`src/design/uhtc_params.svh`:
```
`ifndef UHTC_PARAMS_SVH
`define UHTC_PARAMS_SVH
// ====================================================================
// Register indices (byte address is four times the index)
`define UHTC_IDX_CFG0   10'h1A0
`define UHTC_IDX_CFG1   10'h1A1
`define UHTC_IDX_MPH    10'h1A2
`define UHTC_IDX_MPL    10'h1A3
`define UHTC_IDX_TS_HH  10'h1A4
`define UHTC_IDX_TS_HL  10'h1A5
`define UHTC_IDX_TS_LH  10'h1A6
`define UHTC_IDX_TS_LL  10'h1A7
`define UHTC_IDX_EVT    10'h1B0
`define UHTC_IDX_CODE   10'h1B1
// ====================================================================
// Field encodings and reset values
`define UHTC_TID_OUT    2'h1
`define UHTC_TID_IN     2'h2
`define UHTC_EVT_ACK    0
`define UHTC_EVT_CMP    1
`define UHTC_EVT_CC     2
`define UHTC_CODE_OK    3'h0
`define UHTC_CODE_STALL 3'h1
`define UHTC_CODE_OVR   3'h2
`define UHTC_CODE_UND   3'h3
`define UHTC_CODE_RETRY 3'h4
`define UHTC_ACK_FULL   5'h10
`define UHTC_RST_REG    8'h00
`endif

```
`src/design/uhtc_pkg.sv`:
```
package uhtc_pkg;
  // ==================================================================
  // Types
  typedef enum logic [1:0] {
    S_IDLE = 2'b01,
    S_WAIT = 2'b10
  } uhtc_state_t;

  typedef struct packed {
    uhtc_state_t state;
    logic        go;
    logic        tog;
    logic [3:0]  ackc;
    logic [1:0]  spd;
    logic [1:0]  token_kind;
    logic [1:0]  kind;
    logic        azl;
    logic        free;
    logic [9:0]  mps;
    logic [31:0] rem;
    logic [23:0] snap;
    logic [4:0]  ackn;
    logic [2:0]  flags;
    logic [2:0]  code;
    logic        zlp_pend;
    logic        req;
    logic [9:0]  len;
    logic [31:0] prdata;
    logic        pready;
    logic        pslverr;
  } uhtc_st_t;
endpackage : uhtc_pkg

```
`src/design/uhtc_channel.sv`:
```
// Register access over APB is this design's own decision.
`timescale 1ns/1ps
`include "uhtc_params.svh"
module uhtc_channel (
  input  logic        clk,
  input  logic        rst,
  input  logic        psel,
  input  logic        penable,
  input  logic        pwrite,
  input  logic [11:0] paddr,
  input  logic [31:0] pwdata,
  input  logic [3:0]  pstrb,
  output logic [31:0] prdata,
  output logic        pready,
  output logic        pslverr,
  input  logic        eng_done,
  input  logic        eng_ack,
  input  logic        eng_nak,
  input  logic        eng_stall,
  input  logic        eng_timeout,
  input  logic        eng_crc_err,
  input  logic        eng_stuff_err,
  input  logic        eng_pid_err,
  input  logic        eng_toggle_err,
  input  logic [9:0]  eng_rx_bytes,
  output logic        tok_req,
  output logic        tok_in,
  output logic [1:0]  tok_kind,
  output logic [1:0]  tok_speed,
  output logic        tok_toggle,
  output logic [9:0]  tok_len
);
  uhtc_pkg::uhtc_st_t q;
  uhtc_pkg::uhtc_st_t d;

  logic [9:0]  idx;
  logic        hit;
  logic        acc;
  logic        wr;
  logic        busy;
  logic        done;
  logic        err;
  logic        is_in;
  logic [7:0]  rdata;
  logic [4:0]  target;
  logic [9:0]  nbytes;
  logic [31:0] rem_new;
  logic [4:0]  ackn_new;
  logic [9:0]  first_len;

  assign idx    = paddr[11:2];
  assign acc    = psel && penable && q.pready;
  assign wr     = acc && pwrite && pstrb[0] && hit;
  assign busy   = (q.state == uhtc_pkg::S_WAIT);
  assign done   = busy && eng_done;
  assign is_in  = (q.token_kind == `UHTC_TID_IN);
  // ==================================================================
  // Packet outcome
  assign err = eng_timeout || eng_crc_err || eng_stuff_err
            || eng_pid_err || eng_toggle_err;
  assign target   = (q.ackc == 4'h0) ? `UHTC_ACK_FULL : {1'b0, q.ackc};
  assign ackn_new = q.ackn + 5'h01;
  assign nbytes   = is_in ? eng_rx_bytes : q.len;
  assign rem_new  = (q.rem > {22'h0, nbytes}) ? q.rem - {22'h0, nbytes} : 32'h0;
  // A partial last packet is sent short; unbounded mode sends full packets unless a zero-length packet is pending.
  assign first_len = q.zlp_pend ? 10'h000
                   : (q.free || q.rem > {22'h0, q.mps}) ? q.mps
                   : q.rem[9:0];

  always_comb
  begin
    unique case (1'b1)
      idx == `UHTC_IDX_CFG0:   rdata = {q.ackc, q.spd, q.tog, q.go | busy};
      idx == `UHTC_IDX_CFG1:   rdata = {q.token_kind, q.kind, q.azl, 2'h0, q.free};
      idx == `UHTC_IDX_MPH:    rdata = {6'h00, q.mps[9:8]};
      idx == `UHTC_IDX_MPL:    rdata = q.mps[7:0];
      idx == `UHTC_IDX_TS_HH:  rdata = q.rem[31:24];
      idx == `UHTC_IDX_TS_HL:  rdata = q.snap[23:16];
      idx == `UHTC_IDX_TS_LH:  rdata = q.snap[15:8];
      idx == `UHTC_IDX_TS_LL:  rdata = q.snap[7:0];
      idx == `UHTC_IDX_EVT:    rdata = {5'h00, q.flags};
      idx == `UHTC_IDX_CODE:   rdata = {1'b0, q.code, 4'h0};
      default:                 rdata = 8'h00;
    endcase
  end

  always_comb
  begin
    hit = (idx >= `UHTC_IDX_CFG0 && idx <= `UHTC_IDX_TS_LL)
       || idx == `UHTC_IDX_EVT || idx == `UHTC_IDX_CODE;
  end

  // ==================================================================
  // Next state
  always_comb
  begin
    d         = q;
    d.req     = 1'b0;
    d.pready  = 1'b0;
    d.pslverr = 1'b0;
    if (psel && !penable)
    begin
      d.pready  = 1'b1;
      d.pslverr = !hit;
      d.prdata  = {24'h000000, rdata};
    end
    // The snapshot keeps lower bytes coherent across four byte reads.
    if (acc && !pwrite && idx == `UHTC_IDX_TS_HH)
    begin
      d.snap = q.rem[23:0];
    end
    if (wr)
    begin
      unique case (1'b1)
        idx == `UHTC_IDX_CFG0:
        begin
          d.ackc = pwdata[7:4];
          d.spd  = pwdata[3:2];
          d.tog  = pwdata[1];
          d.go   = pwdata[0];
        end
        idx == `UHTC_IDX_CFG1:
        begin
          d.token_kind  = pwdata[7:6];
          d.kind = pwdata[5:4];
          d.azl  = pwdata[3];
          d.free = pwdata[0];
        end
        idx == `UHTC_IDX_MPH:    d.mps[9:8]   = pwdata[1:0];
        idx == `UHTC_IDX_MPL:    d.mps[7:0]   = pwdata[7:0];
        idx == `UHTC_IDX_TS_HH:  d.rem[31:24] = pwdata[7:0];
        idx == `UHTC_IDX_TS_HL:  d.rem[23:16] = pwdata[7:0];
        idx == `UHTC_IDX_TS_LH:  d.rem[15:8]  = pwdata[7:0];
        idx == `UHTC_IDX_TS_LL:  d.rem[7:0]   = pwdata[7:0];
        idx == `UHTC_IDX_EVT:    d.flags      = q.flags & ~pwdata[2:0];
        default:                 d.code       = q.code;
      endcase
    end
    unique case (q.state)
      uhtc_pkg::S_IDLE:
      begin
        if (q.go && !q.free && is_in && q.rem == 32'h0)
        begin
          // Nothing left to receive, so the transfer is already complete.
          d.go                 = 1'b0;
          d.code               = `UHTC_CODE_OK;
          d.flags[`UHTC_EVT_CMP] = 1'b1;
        end
        else if (q.go)
        begin
          d.req   = 1'b1;
          d.len   = first_len;
          d.state = uhtc_pkg::S_WAIT;
        end
      end
      uhtc_pkg::S_WAIT:
      begin
        if (eng_done)
        begin
          d.state = uhtc_pkg::S_IDLE;
          if (err)
          begin
            d.code                = `UHTC_CODE_RETRY;
            d.flags[`UHTC_EVT_CC] = 1'b1;
            d.go                  = 1'b0;
          end
          else if (eng_stall)
          begin
            d.code                = `UHTC_CODE_STALL;
            d.flags[`UHTC_EVT_CC] = 1'b1;
            d.go                  = 1'b0;
          end
          else if (is_in && eng_rx_bytes > q.mps)
          begin
            d.code                = `UHTC_CODE_OVR;
            d.flags[`UHTC_EVT_CC] = 1'b1;
            d.go                  = 1'b0;
          end
          else if (eng_ack)
          begin
            d.tog      = !q.tog;
            d.zlp_pend = 1'b0;
            d.ackn     = (ackn_new == target) ? 5'h00 : ackn_new;
            if (ackn_new == target)
            begin
              d.flags[`UHTC_EVT_ACK] = 1'b1;
            end
            if (!q.free)
            begin
              d.rem = rem_new;
            end
            if (is_in && !q.free && nbytes < q.mps && rem_new != 32'h0)
            begin
              d.code                = `UHTC_CODE_UND;
              d.flags[`UHTC_EVT_CC] = 1'b1;
              d.go                  = 1'b0;
            end
            else if (!q.free && rem_new == 32'h0 && !is_in && q.azl
                     && q.len == q.mps && q.len != 10'h000)
            begin
              d.zlp_pend = 1'b1;
              // A stop written in the closing cycle itself must still be reported.
              if (!d.go)
              begin
                d.flags[`UHTC_EVT_CC] = 1'b1;
                d.code                = `UHTC_CODE_OK;
              end
            end
            else if (!q.free && rem_new == 32'h0)
            begin
              d.code                 = `UHTC_CODE_OK;
              d.flags[`UHTC_EVT_CMP] = 1'b1;
              d.go                   = 1'b0;
            end
            else if (!d.go)
            begin
              d.code                = `UHTC_CODE_OK;
              d.flags[`UHTC_EVT_CC] = 1'b1;
            end
          end
          else if (!d.go)
          begin
            // A stop during NAK retries ends after the NAKed attempt.
            d.code                = `UHTC_CODE_OK;
            d.flags[`UHTC_EVT_CC] = 1'b1;
          end
        end
      end
    endcase
  end

  // ==================================================================
  // State register
  always_ff @(posedge clk or posedge rst)
  begin
    if (rst)
    begin
      q          <= '0;
      q.state    <= uhtc_pkg::S_IDLE;
    end
    else
    begin
      q <= d;
    end
  end

  assign prdata     = q.prdata;
  assign pready     = q.pready;
  assign pslverr    = q.pslverr;
  assign tok_req    = q.req;
  assign tok_in     = q.token_kind[1];
  assign tok_kind   = q.kind;
  assign tok_speed  = q.spd;
  assign tok_toggle = q.tog;
  assign tok_len    = q.len;
endmodule : uhtc_channel

```
`config.mk`:
```
export PLATFORM = sky130hd
export DESIGN_NAME = uhtc_channel
export DESIGN_NICKNAME = d
export VERILOG_FILES = /design/src/design/uhtc_pkg.sv /design/src/design/uhtc_channel.sv
export VERILOG_INCLUDE_DIRS = /design/src /design/src/design
export SDC_FILE = /design/constraint.sdc
export NUM_CORES = 1
export LEC_CHECK = 0
export CAP_MARGIN = 20
export CORE_ASPECT_RATIO = 1.75
export CORE_MARGIN = 5
export CORE_UTILIZATION = 54
export CTS_BUF_LIST = sky130_fd_sc_hd__clkbuf_2 sky130_fd_sc_hd__clkbuf_4 sky130_fd_sc_hd__clkbuf_8
export CTS_CLUSTER_DIAMETER = 200
export CTS_CLUSTER_SIZE = 40
export DETAILED_ROUTE_END_ITERATION = 10
export DONT_BUFFER_PORTS = 1
export GPL_ROUTABILITY_DRIVEN = 0
export PLACE_DENSITY_LB_ADDON = 0.25
export SLEW_MARGIN = 20
export SYNTH_ARGS = -nofsm -noshare
export SYNTH_HDL_FRONTEND = slang
export SYNTH_SLANG_ARGS = --single-unit
```
`constraint.sdc`:
```
create_clock -name clk -period 12 [get_ports clk]
set_clock_uncertainty 0.15 [all_clocks]
set_input_delay 1.2 -clock clk [delete_from_list [all_inputs] [get_ports clk]]
set_output_delay 1.2 -clock clk [all_outputs]
set_load 0.05 [all_outputs]
```
# Word-level counts from Yosys, hierarchy flattened
# Cells that the tools add are included.
[word_totals]
regBits = 115
word_cells = 183
[op_classes]
addsub = 2
order_cmp = 6
n_eq_ne = 18
muxes = 82
bitwise = 7
n_reduce_logical = 46
[ops]
columns = ["cell", "n"]
rows = [
  ["32-bit two-way mux", 8],
  ["10-bit by 9-bit equality test with 1-bit output (second input constant)", 10],
  ["8-bit one-hot mux with 10 select lines", 1],
  ["32-bit by 10-bit greater-than comparator with 1-bit output", 2],
  ["32-bit zero test", 2],
  ["56-bit two-way mux", 1],
  ["8-bit two-way mux", 6],
  ["11-bit two-way mux", 3],
  ["1-bit two-way mux", 32],
  ["32-bit nonzero test", 1],
  ["32-bit by 10-bit subtractor with 32-bit output", 1],
  ["10-bit two-way mux", 3],
  ["3-bit two-way mux", 10],
  ["1-bit logical AND", 21],
  ["2-bit two-way mux", 9],
  ["6-bit two-way mux", 2],
  ["3-bit one-hot mux with 2 select lines", 2],
  ["10-bit equality test", 1],
  ["10-bit by 9-bit greater-or-equal comparator with 1-bit output (second input constant)", 1],
  ["10-bit greater-than comparator", 1],
  ["10-bit by 9-bit less-or-equal comparator with 1-bit output (second input constant)", 1],
  ["10-bit less-than comparator", 1],
  ["5-bit two-way mux", 2],
  ["10-bit nonzero test", 1],
  ["18 further kinds", 39],
]

# Longest topological paths before layout
# Gate-level depths: netlist of run 1.
[depth]
ltp_word = 18
depth_mapped = 18
ltp_nobuf = 15

# Least setup slack after synthesis of run 1
# Ideal clock, no wire load.
[synth_path]
path_type = "in2reg"
start = "in eng_rx_bytes[0]"
end = "reg q[136] (netlist name)"
setup_ns = 0.140
arrival_time_ns = 4.296
required_time_ns = 11.710
path_slack_ns = 7.414
path_stages = 14
path_buffers = 0
path_cell_list = "mux2_2 -> ha_1 -> inv_1 -> fa_1 -> a211oi_1 -> o211ai_1 -> a21oi_1 -> a31oi_1 -> a2111oi_0 -> nand4_1 -> o31a_1 -> or3b_1 -> o211ai_2 -> o31ai_1"
[synth_lines]
columns = ["item", "line", "source"]
rows = [
  ["start, declared", "uhtc_channel.sv:25", "input logic [9:0] eng_rx_bytes,"],
  ["end, declared", "uhtc_channel.sv:33", "uhtc_pkg::uhtc_st_t q;"],
]

==> results.md, run 1 <==
- The number of nets with antenna violations after routing is 0.
- The number of endpoints with negative hold slack in the final report was 0.
- OpenSTA, run right after detailed placement, puts the worst setup slack at 6640 ps.
- The maximum ir drop on the vdd rail is 0.0000730 V.
- STA classifies the critical path endpoint as a flop.
- For this block, the routed nets add up to 25.6 mm of wire.
- TritonCTS built the clock tree.
- The worst hold-check slack is approximately 330 ps.
- From bottom edge to top edge, the die measures around 170 um.
- By count the netlist is led by 141 x sky130_fd_sc_hd__nand2_1, 114 x sky130_fd_sc_hd__dfrtp_1, 71 x sky130_fd_sc_hd__o21ai_0, 46 x sky130_fd_sc_hd__buf_4.
- The initial antenna violation count is 0.
- In this run the register-to-register setup slack is 6610 ps.
- The tightest min-delay check is of the reg2reg type.
- The initialized floorplan defines just under 60 standard-cell rows.
- The H-tree generated during clock tree synthesis spans 4 levels.
- The number of buffers inserted by post-CTS setup repair is 0.
- The final-layout setup total negative slack is 0 ps.
- In the synthesized netlist the async set-or-reset flop fraction comes to 100%.
- The total of endpoints with negative setup slack in the final report is 0.
- The clock drives 115 sinks.
- The clock transition time at the flip-flop clock pins of the worst setup and hold paths is roughly 80 ps.
- For the pin with the worst max-slew slack, the measured transition is slightly below 900 ps.
- The leakage power figure is between 4 and 5 nW.
- After detailed routing, the number of remaining DRC violations is 0.
- The final net count is 1023.
- By area the synthesized netlist is led by sky130_fd_sc_hd__dfrtp_1 35%, sky130_fd_sc_hd__nand2_1 6.4%, sky130_fd_sc_hd__mux2_2 6.1%, sky130_fd_sc_hd__ha_1 6.1%, sky130_fd_sc_hd__o21ai_0 4.3%.
- The cell taking the most area after synthesis is sky130_fd_sc_hd__dfrtp_1.
- After clock tree synthesis, the flow added hold-fix buffers numbering 0.
- The number of gates resized after CTS was 0.
- Dividing the final minimum period by the clock period gives 44.9%.
- On the worst path, the slowest cell contributes a delay of 720 ps.
- The power density over the cells is 107 nW/um^2.
- Of the cells placed in the final design, the portion with a size suffix greater than 1 is 12.2%.
- The non-filler instance count after layout is 1106.
- The first global-routing pass estimated ~39 mm of wire.
- In this run the deepest clock path goes through 2 buffers.
- For this run, the leading register cell type out of synthesis is sky130_fd_sc_hd__dfrtp_1.
- Summing the sequential cell areas from Yosys gives a little over a third of the chip area.
- The run finished with clean final reports.
- The quantity of I/O buffers inserted on ports is 0.
- For this run, the top clock speed supported by timing is 0.186 GHz.
- The per-instance average area after synthesis is 8.72 um^2.
- The maximum fanout count along the critical path is 14.
- The die covers about 18000 um^2.
- The final-report max-slew violation count is 0.
- Once placement completed, the tool counted placed cells totaling 1073.
- The data arrival time at the worst-slack endpoint is 5540 ps.
- Synthesis produced a netlist whose cell count is between 900 and 1000.
- The number of DRC markers after the initial detailed-route iteration is between 600 and 700.
- The via count of the first global-routing pass is 6949.
- Setup repair after global routing left no endpoint under its margin.
- The area growth from synthesis to final layout is 3.99%.
- The core occupancy in the finished layout is 57.5%.
- The kind of critical path is reg2reg.
- By instance count, the leading cell after synthesis is sky130_fd_sc_hd__nand2_1.
- The total standard cell area after synthesis is 8240 um^2.
- The distinct cell type count after synthesis is 75.
- The power after layout is 918 uW.
- The die is 103 um wide.
- The largest net degree at the start of global routing is between 70 and 80.
- At the worst endpoint, the required time is about 12000 ps.
- The startpoint class of the critical path is a flop.
- The total global routing track utilization is 28.9%.
- The max-cap check violation count is 0.
- The routed length per instance is 23.2 um.
- The HPWL after detailed placement is 19.4 mm.
- Counting flops with a built-in enable in the synthesized netlist gives 0.
- The number of warnings printed during yosys synthesis is 0.
- The via count is 7274.
- The final critical-path required period is ~5400 ps.
- The clock network latency to the later pin of the worst-skew pair is between 400 and 500 ps.
- Once routing completed, OpenROAD measured the worst setup slack at 6610 ps.
- The placed instances occupy a cell area of roughly 8100 um^2.
- The number of antenna diodes in the final layout is 0.
- The average via count per standard cell is approximately 6.6.
- The number of buffers created by CTS is 17.
- The share of synthesized area in the top cell type comes to 34.6%.
- The effective utilization at floorplan is a little under three fifths.
- In this run the clock root is driven by a sky130_fd_sc_hd__clkbuf_8.
- For this run, the detailed router's first-pass iteration total came to 9.
- Global routing finished with a remaining overflow of 0.
- After routing the design area is 8570 um^2.
- The flop and latch count out of synthesis is around 120.
- Headroom to the max-slew limit came out at between 40 and 50%.
- The signal on the critical path passes through nor2b_1 -> buf_4 -> mux2_2 -> ha_1 -> inv_1 -> fa_1 -> a211oi_1 -> o211ai_1 -> a21oi_1 -> a31oi_1 -> a2111oi_0 -> nand4_1 -> o31a_1 -> or3b_1 -> o211ai_2 -> o31ai_1.
- Pin placement for this block handled 123 I/O pins.
- The standard cell core area is between 10000 and 15000 um^2.
- The slowest stage of the critical path is the sky130_fd_sc_hd__dfrtp_1 cell.
-- cell usage in the layout (no fill, tap or decap), types with 4 or more instances in the layout --
cell type and n:
sky130_fd_sc_hd__a21boi_0 6, sky130_fd_sc_hd__and2_1 6, sky130_fd_sc_hd__o21a_1 5, sky130_fd_sc_hd__nand4_1 8, sky130_fd_sc_hd__nand2_1 141, sky130_fd_sc_hd__inv_1 31
sky130_fd_sc_hd__a22oi_1 12, sky130_fd_sc_hd__a211o_1 4, sky130_fd_sc_hd__mux2_2 45, sky130_fd_sc_hd__a21oi_1 33, sky130_fd_sc_hd__a21o_1 14, sky130_fd_sc_hd__xnor2_1 11
sky130_fd_sc_hd__nand2b_1 10, sky130_fd_sc_hd__a222oi_1 6, sky130_fd_sc_hd__dfrtp_1 114, sky130_fd_sc_hd__nor2b_1 8, sky130_fd_sc_hd__a31oi_1 11, sky130_fd_sc_hd__nor3_1 27
sky130_fd_sc_hd__and3_1 4, sky130_fd_sc_hd__nand3_1 32, sky130_fd_sc_hd__o211ai_1 11, sky130_fd_sc_hd__or2_2 7, sky130_fd_sc_hd__o31ai_1 5, sky130_fd_sc_hd__nor2_1 44
sky130_fd_sc_hd__clkbuf_8 17, sky130_fd_sc_hd__buf_4 8, sky130_fd_sc_hd__xor2_1 17, sky130_fd_sc_hd__o21ai_0 71, sky130_fd_sc_hd__clkinvlp_4 5, sky130_fd_sc_hd__o311ai_0 4
sky130_fd_sc_hd__ha_1 40, sky130_fd_sc_hd__inv_6 4, sky130_fd_sc_hd__a211oi_1 7, sky130_fd_sc_hd__or3_1 9, sky130_fd_sc_hd__mux2i_1 29, sky130_fd_sc_hd__conb_1 24
sky130_fd_sc_hd__nor4_1 19, sky130_fd_sc_hd__o211a_1 5
-- per-layer routing --
layer  vias up  GRT usage [%]  wire (um)
met5         -              0          0
met4         0           16.9       1840
met3       119           5.76       1840
met2       390           49.7      13200
met1      3448           31.9       8740
li1       3317              -          -
-- final timing paths --
path                               startpoint                     to  cells after the start
min in group asynchronous                 rst  prdata[5]$_DFFE_PP0P_                      1
setup reg to reg           tok_in$_DFFE_PP0P_       q[136]$_DFF_PP0_                     16
setup / recovery           tok_in$_DFFE_PP0P_       q[136]$_DFF_PP0_                     16
hold reg to reg             q[45]$_DFFE_PP0P_      q[45]$_DFFE_PP0P_                      1
max in group asynchronous                 rst        q[95]$_DFF_PP0_                      3
hold / removal              q[45]$_DFFE_PP0P_      q[45]$_DFFE_PP0P_                      1
-- cells by family (layout without fill, tap and decap cells) --
| family | count (synthesis) | after routing | synth area share, % |
|---|---|---|---|
| XOR/XNOR | 28 | 28 | 2.98 |
| multiplexers | 75 | 75 | 9.94 |
| AO/OA/AOI/OAI | 226 | 226 | 18.2 |
| adder cells (fa/ha/maj) | 41 | 41 | 6.32 |
| flip-flops | 115 | 115 | 34.9 |
| other | 1 | 24 | 0.0455 |
| AND/OR/NAND/NOR | 341 | 341 | 20.1 |
| buffers and inverters | 118 | 73 | 7.47 |
-- registers in the layout, indices dropped and copies added (netlist names) --
signal      count
tok_len        10
tok_in          1
pslverr         1
q              88
pready          1
tok_kind        2
tok_toggle      1
tok_speed       2
tok_req         1
prdata          8
-- worst max-delay path: cells and delay by family, from the launching register on --
family / cells / cell delay, ps
AND/OR/NAND/NOR: 3 / 750
multiplexers: 1 / 210
flip-flops: 1 / 720
buffers and inverters: 2 / 270
adder cells (fa/ha/maj): 2 / 580
AO/OA/AOI/OAI: 8 / 2550
-- report_power, final --
group	switching, mW	internal, mW	total [mW]
sequential	0.0153	0.397	0.412
clock	0.177	0.210	0.387
combinational	0.0806	0.0379	0.119
-- area by class of cell --
class | count | area, um^2
Tap cell | 183 | 229
Inverter | 32 | 123
Fill cell | 1401 | 6340
Clock buffer | 18 | 241
Clock inverter | 14 | 176
Timing Repair Buffer | 9 | 80.1
Multi-Input combinational cell | 735 | 4840
Sequential cell | 115 | 2880
(Power assumes the default switching activity.)
==> inputs of run 2 (changes only) <==
==> constraint.sdc (replaced) <==
create_clock -name clk -period 5.4 [get_ports clk]
set_clock_uncertainty 0.15 [all_clocks]
set_input_delay 0.54 -clock clk [delete_from_list [all_inputs] [get_ports clk]]
set_output_delay 0.54 -clock clk [all_outputs]
set_load 0.05 [all_outputs]
==> results.md, run 2 (same netlist as run 1, synthesis figures left out) <==
- The run finished with clean final reports.
- Data arrives at the worst endpoint at between 4000 and 5000 ps.
- The capturing element type of the critical path is a flop.
- The flip-flop count of the largest register, all copies and words added is 88.
- Clock tree synthesis selected as its root buffer the cell sky130_fd_sc_hd__clkbuf_8.
- The power after layout is 1.99 mW.
- The number of cells on the critical path is 16.
- Clock-pin slew was measured on the worst setup and hold paths at ~80 ps.
- For this design, the slowest cell found on the critical path is sky130_fd_sc_hd__a2111oi_0.
- The area growth from synthesis to final layout is 4.42%.
- The maximum fanout count along the critical path is 10.
- The maximum ir drop on the vdd rail is 0.000171 V.
- The critical path contains buffers and inverters numbering 2 combined.
- Measured against its own limit, the worst slew margin works out to around 40%.
- The HPWL after detailed placement is 19.4 mm.
- The critical path in this run is classified as reg2reg.
- The total global routing track utilization is 29.4%.
- The detail route stage leaves a number of antenna-violating nets equal to 0.
- At the pin with the least slew margin, the transition time is 895 ps.
- In the routed design, unresolved DRC markers number 0.
- The routed wire length is 25.8 mm.
- In the final layout, flip-flops and latches occupy 2880 um^2.
- Adding up every negative setup slack in the final design gives 0 ps.
- The routed length per instance is between 20 and 25 um.
- Along the worst hold path, the cell count comes to 2.
- The number of endpoints with negative hold slack in the final report is 0.
- The required time at the endpoint of the critical path is 5610 ps.
- For this design the top-level I/O count stands at 123.
- Leaving out fill and tap cells, the most frequent cells in the layout are 141 x sky130_fd_sc_hd__nand2_1, 114 x sky130_fd_sc_hd__dfrtp_1, 71 x sky130_fd_sc_hd__o21ai_0.
- The detailed router put a total of roughly 9.0 mm of wire on met1.
- The post-cts sizing count is 0.
- For this block, the initial DRC count from the detailed router was 605.
- The number of filler cells placed in the layout is 1380.
- The number of hold buffers added after CTS was 1.
- The number of buffers inserted by post-CTS setup repair is 0.
- Traced cell by cell, the critical path runs through buf_4 -> nand2b_1 -> nand2_1 -> nand2_1 -> inv_1 -> fa_1 -> a211oi_1 -> o211ai_1 -> a2111oi_0 -> xor2_1 -> a211oi_1 -> nand4b_1 -> o31a_1 -> or3b_1 -> o211ai_2 -> o31ai_1.
- STA classifies the critical path startpoint as a flop.
- In the final design database the tool counted 1033 nets.
- The clock drives 115 sinks.
- The clock network latency to the later pin of the worst-skew pair is 470 ps.
- The average via count per standard cell is about 6.5.
- The standard cell core area is approximately 15000 um^2.
- The number of rows in the core area is 59.
- The total inserted antenna cells is 0.
- Dividing total power by cell area gives a power density of 231 nW/um^2.
- The clock passes through at most 2 buffers.
- The die is 103 um wide.
- In the final layout, the share of cells above drive strength 1 is a little over an eighth.
- Entering global routing, the biggest net connects 67 pins.
- The effective utilization at floorplan is 55.3%.
- In the finished design, the share of the clock period the worst path needs comes to between 80 and 90%.
- For this run the aggregate overflow at the end of global routing stands at 0.
- The floorplan die height is 173 um.
- The first-pass GRT wire length is 40.0 mm.
- The cell count of the worst reg-to-reg path is 16.
- Derived from the worst setup path, the maximum achievable clock frequency is 0.212 GHz.
- The H-tree was split into 4 levels.
- The path class of the tightest hold or removal check is in2reg.
- The register with the most flip-flops in the final layout is q.
- Leaving out fill and tap cells, the most frequent cell in the layout is sky130_fd_sc_hd__nand2_1.
- The total length of routed met2 wires is 13.0 mm.
- The final critical-path required period is 4710 ps.
- Across all layers, the routed design uses 7284 vias.
- Setup violations remaining at the end of the flow were counted as 0.
- The overall die area is around 18000 um^2.
- TritonCTS built the clock tree.
- Signal routing reaches up to met4.
- In this run, CTS created clock tree buffers numbering 17.
- In this run the static leakage power is roughly 4.1 nW.
- The max-cap check violation count is 0.
- The largest incremental delay on the critical path is 560 ps.
- The count of buffers added on input and output ports is 0.
- The initial antenna violation count came to 0.
- The final-report max-slew violation count was 0.
- The first TritonRoute pass finished after 5 iterations.
- The cell family contributing the most delay on the critical path is compound AO/OA/AOI/OAI gates.
- The via count of the first global-routing pass came to 7292.
- The area of the multi-input gates is just under 5000 um^2.
- The met3 wire length is between 1.5 and 2 mm.
- Setup repair after global routing left no endpoint under its margin.
-- run 2: cell count changes in the layout (fill, tap and decap cells not counted), sizes merged --
| cell | previous run | this run |
|---|---|---|
| buf | 9 | 18 |
| inv | 36 | 39 |
| bufinv | 3 | 1 |
| clkinvlp | 5 | 3 |
| clkinv | 2 | 3 |
| dlygate4sd3 | 0 | 1 |
-- run 2: path summary, 6_finish.rpt --
check,end,from,slack (ps)
setup / recovery,q[136]$_DFF_PP0_,tok_in$_DFFE_PP0P_,690
hold / removal,q[134]$_DFFE_PP0P_,pwdata[7],40
setup reg to reg,q[136]$_DFF_PP0_,tok_in$_DFFE_PP0P_,690
hold reg to reg,q[45]$_DFFE_PP0P_,q[45]$_DFFE_PP0P_,330
max in group asynchronous,q[100]$_DFF_PP0_,rst,3280
min in group asynchronous,q[136]$_DFF_PP0_,rst,490
-- run 2: layout make-up --
cell class	count	share of cell area, %
Tap cell	183	2.66
Sequential cell	115	33.5
Timing Repair Buffer	19	1.69
Clock inverter	14	1.69
Inverter	32	1.42
Clock buffer	18	2.81
Multi-Input combinational cell	735	56.3
-- run 2: worst reg2reg max path: stages, from the launching register on --
cell and delay (ps):
sky130_fd_sc_hd__dfrtp_1 420, sky130_fd_sc_hd__buf_4 210, sky130_fd_sc_hd__nand2b_1 270, sky130_fd_sc_hd__nand2_1 130
sky130_fd_sc_hd__nand2_1 130, sky130_fd_sc_hd__inv_1 90, sky130_fd_sc_hd__fa_1 460, sky130_fd_sc_hd__a211oi_1 320
sky130_fd_sc_hd__o211ai_1 300, sky130_fd_sc_hd__a2111oi_0 560, sky130_fd_sc_hd__xor2_1 160, sky130_fd_sc_hd__a211oi_1 260
sky130_fd_sc_hd__nand4b_1 120, sky130_fd_sc_hd__o31a_1 430, sky130_fd_sc_hd__or3b_1 420, sky130_fd_sc_hd__o211ai_2 90
sky130_fd_sc_hd__o31ai_1 100
-- run 2: power breakdown --
group | internal (mW) | total [mW] | switching (mW) | leakage [nW]
clock network | 0.383 | 0.809 | 0.426 | 0.189
registers | 0.882 | 0.916 | 0.0341 | 1.57
logic | 0.0845 | 0.266 | 0.182 | 2.37
-- run 2: routing by layer --
layer  up-vias  track usage (%)
met4         0             18.7
li1       3335                -
met2       354             48.9
met3       134             6.00
met5         -                0
met1      3461             33.0
-- run 2: through the flow --
step | hold slack [ps] | instance area, um^2 | setup slack (ps) | utilization, % | cells
after CTS | 39.0 | 8610 | 719 | 57.7 | 1116
after global routing | 32.7 | 8610 | 492 | 57.7 | 1116
after global placement | 310 | 8210 | 769 | 55.0 | 1083
after detailed placement | 309 | 8210 | 719 | 55.1 | 1083
after floorplan | 292 | 8330 | 847 | - | 968
final | 38.0 | 8610 | 691 | 57.7 | 1116
==> inputs of run 3 (changes only) <==
--- a/config.mk
+++ b/config.mk
@@ -16,7 +16,8 @@
 export DETAILED_ROUTE_END_ITERATION = 10
 export DONT_BUFFER_PORTS = 1
 export GPL_ROUTABILITY_DRIVEN = 0
-export PLACE_DENSITY_LB_ADDON = 0.25
+export PLACE_DENSITY = 0.67
+export REMOVE_ABC_BUFFERS = 1
 export SLEW_MARGIN = 20
 export SYNTH_ARGS = -nofsm -noshare
 export SYNTH_HDL_FRONTEND = slang
==> results.md, run 3 (same netlist as run 1, synthesis figures left out) <==
- The flow ran to the end, but the final reports show violations.
- The checks that failed: hold timing.
- For the pin with the worst max-slew slack, the measured transition is ~1000 ps.
- The number of nets with antenna violations after routing is 0.
- The largest register by flop count is q.
- The commonest non-fill, non-tap cell in the layout is sky130_fd_sc_hd__nand2_1.
- The number of rows in the core area is 59.
- The required time at the endpoint of the critical path is between 5000 and 6000 ps.
- In this run the power density over the cells is 234 nW/um^2.
- The width of the die is 103 um.
- The share of cells above drive strength 1 is 13.1%.
- Data on the critical path arrives at its endpoint at 4970 ps.
- The wire-length estimate of the detail-placed layout is between 15 and 20 mm.
- In this run the critical register-to-register path is captured at q[136]$_DFF_PP0_.
- The critical path ends at q[136]$_DFF_PP0_.
- Setup repair after global routing left no endpoint under its margin.
- In the layout the commonest cells are 141 x sky130_fd_sc_hd__nand2_1, 114 x sky130_fd_sc_hd__dfrtp_1, 71 x sky130_fd_sc_hd__o21ai_0.
- Setup violations remaining at the end of the flow were counted as 0.
- The area growth from synthesis to final layout is 4.58%.
- The highest clock rate is 0.207 GHz.
- Fill cells in the final layout number ~1400.
- The clock passes through at most 2 buffers.
- 123 I/O pins were placed.
- Counting I/O delays and the setup requirement, the final critical path takes 4820 ps.
- The first-pass GRT wire length is 40.8 mm.
- The max-cap check violation count is 0.
- The floorplan die height is 173 um.
- The final layout contains 1033 nets.
- Summed over all cells, the static leakage comes to 4.13 nW.
- The area of the multi-input gates is roughly 4800 um^2.
- Entering global routing, the biggest net connects 67 pins.
- Across every metal layer, demand over resource in global routing totals roughly 30%.
- The worst hold-check slack is -15.5 ps.
- The initial antenna violation count is 0.
- The number of remaining DRC errors is 0.
- The effective utilization at floorplan is 55.3%.
- The total inserted antenna cells is 0.
- The register with the most flip-flops in the layout has 88 of them.
- The clock sink count is 115.
- The storage element area is approximately 2900 um^2.
- The post-cts sizing count is 0.
- After global routing the overflow that remains totals 0.
- Tracing the worst setup path back leads to its startpoint at q[127]$_DFFE_PP0P_.
- TritonCTS built the clock tree.
- The cts-stage hold buffer count is 0.
- The number of iterations in the first detailed-routing pass is 5.
- VDD sags by at most between 0.0001 and 0.00015 V.
- The worst setup path is captured at a flop.
- The worst pin sits at a relative slew slack of 33.1%.
- The routed design has 26.3 mm of wire.
- The startpoint class of the critical path is a flop.
- The clock transition time at the flip-flop clock pins of the worst setup and hold paths is 70 ps.
- After layout, the worst path uses 89.3% of the clock period.
- The final-report max-slew violation count came to 0.
- In this run, the number of DRC markers left after iteration 0 of detailed routing was around 520.
- The number of endpoints with negative hold slack in the final report is 13.
- Dividing the detail-routed wire length by the instance count gives 23.6 um.
- The number of buffers inserted by post-CTS setup repair is 0.
- The worst hold path belongs to the class in2async.
- The core region is 14900 um^2.
- The overall die area is 17900 um^2.
- The maximum level of the CTS H-tree is 4.
- The clock reaches the later pin of the worst-skew pair after around 440 ps.
- The maximum fanout count along the critical path is 13.
- The average via count per standard cell is 6.49.
- The worst register-to-register path has a depth of 16.
- The final-layout setup total negative slack is 0 ps.
- The worst path setup slack after routing is 577 ps.
- Timing analysis after detailed placement gives a worst setup slack of approximately 640 ps.
- The via count is 7233.
- The number of buffers created by CTS is 17.
- In this run the clock root is driven by a sky130_fd_sc_hd__clkbuf_8.
- The critical path in this run is classified as reg2reg.
- The startpoint identified for the worst register-to-register timing path is q[127]$_DFFE_PP0P_.
- The via count of the first global-routing pass is 7275.
- The worst setup slack for register-to-register paths is 580 ps.
- The count of buffers added on input and output ports is 0.
-- run 3: changes by cell type in the layout (fill, tap and decap cells not counted) --
cell                            change
sky130_fd_sc_hd__buf_4              +1
sky130_fd_sc_hd__clkinv_2           +3
sky130_fd_sc_hd__inv_6              -4
sky130_fd_sc_hd__clkinv_4           -1
sky130_fd_sc_hd__clkinvlp_4         +1
sky130_fd_sc_hd__dlygate4sd3_1      -1
sky130_fd_sc_hd__bufinv_16          +2
sky130_fd_sc_hd__inv_8              -2
-- run 3: layout make-up --
| class | count | area share (%) |
|---|---|---|
| clock buffers | 18 | 2.80 |
| clock inverters | 13 | 1.87 |
| inverters | 32 | 1.42 |
| multi-input cells | 735 | 56.2 |
| flip-flops and latches | 115 | 33.4 |
| well taps | 183 | 2.66 |
| repair buffers | 19 | 1.65 |
-- run 3: worst min-delay path by stage --
| stage | slack, ps | cells after the start | endpoint | from |
|---|---|---|---|---|
| 6_report | -20 | 1 | q[136]$_DFF_PP0_ | rst |
| 5_1_grt | 40 | 1 | q[136]$_DFF_PP0_ | rst |
| 4_1_cts | 3 | 1 | q[136]$_DFF_PP0_ | rst |
| 3_5_place_dp | 320 | 1 | q[45]$_DFFE_PP0P_ | q[45]$_DFFE_PP0P_ |
| 3_3_place_gp | 310 | 1 | q[45]$_DFFE_PP0P_ | q[45]$_DFFE_PP0P_ |
| 2_1_floorplan | 290 | 1 | q[45]$_DFFE_PP0P_ | q[45]$_DFFE_PP0P_ |
-- run 3: critical path, cell delays in order (launching register included) --
cell and delay (ps):
sky130_fd_sc_hd__dfrtp_1 410, sky130_fd_sc_hd__nor2b_1 340, sky130_fd_sc_hd__buf_4 280, sky130_fd_sc_hd__nand2_1 70
sky130_fd_sc_hd__nand2_1 90, sky130_fd_sc_hd__inv_1 80, sky130_fd_sc_hd__fa_1 440, sky130_fd_sc_hd__a211oi_1 330
sky130_fd_sc_hd__o211ai_1 340, sky130_fd_sc_hd__a2111oi_0 560, sky130_fd_sc_hd__xor2_1 150, sky130_fd_sc_hd__a211oi_1 250
sky130_fd_sc_hd__nand4b_1 160, sky130_fd_sc_hd__o31a_1 410, sky130_fd_sc_hd__or3b_1 420, sky130_fd_sc_hd__o211ai_2 90
sky130_fd_sc_hd__o31ai_1 100
-- run 3: per-stage QoR --
step / area (um^2) / cells / util (%) / hold WS [ps] / power, mW
after floorplan: 7830 / 882 / - / 292 / 1.13
after global placement: 8220 / 1084 / 55.1 / 312 / 1.19
after detailed placement: 8220 / 1084 / 55.1 / 319 / 1.19
after CTS: 8620 / 1115 / 57.8 / 2.84 / 2.02
after global routing: 8620 / 1115 / 57.8 / 35.0 / 2.09
final: 8620 / 1115 / 57.8 / -15.5 / 2.01
-- run 3: per-layer routing --
layer | vias up | global-route usage [%] | wire length, um
li1 | 3323 | - | -
met1 | 3482 | 32.4 | 9410
met2 | 321 | 51.3 | 13500
met3 | 107 | 6.60 | 1760
met4 | 0 | 17.1 | 1680
met5 | - | 0 | 0
-- run 3: where the power goes --
part           switching [mW]  internal (mW)  total (mW)
Clock                   0.378          0.458       0.836
Sequential             0.0331          0.882       0.915
Combinational           0.180         0.0828       0.263
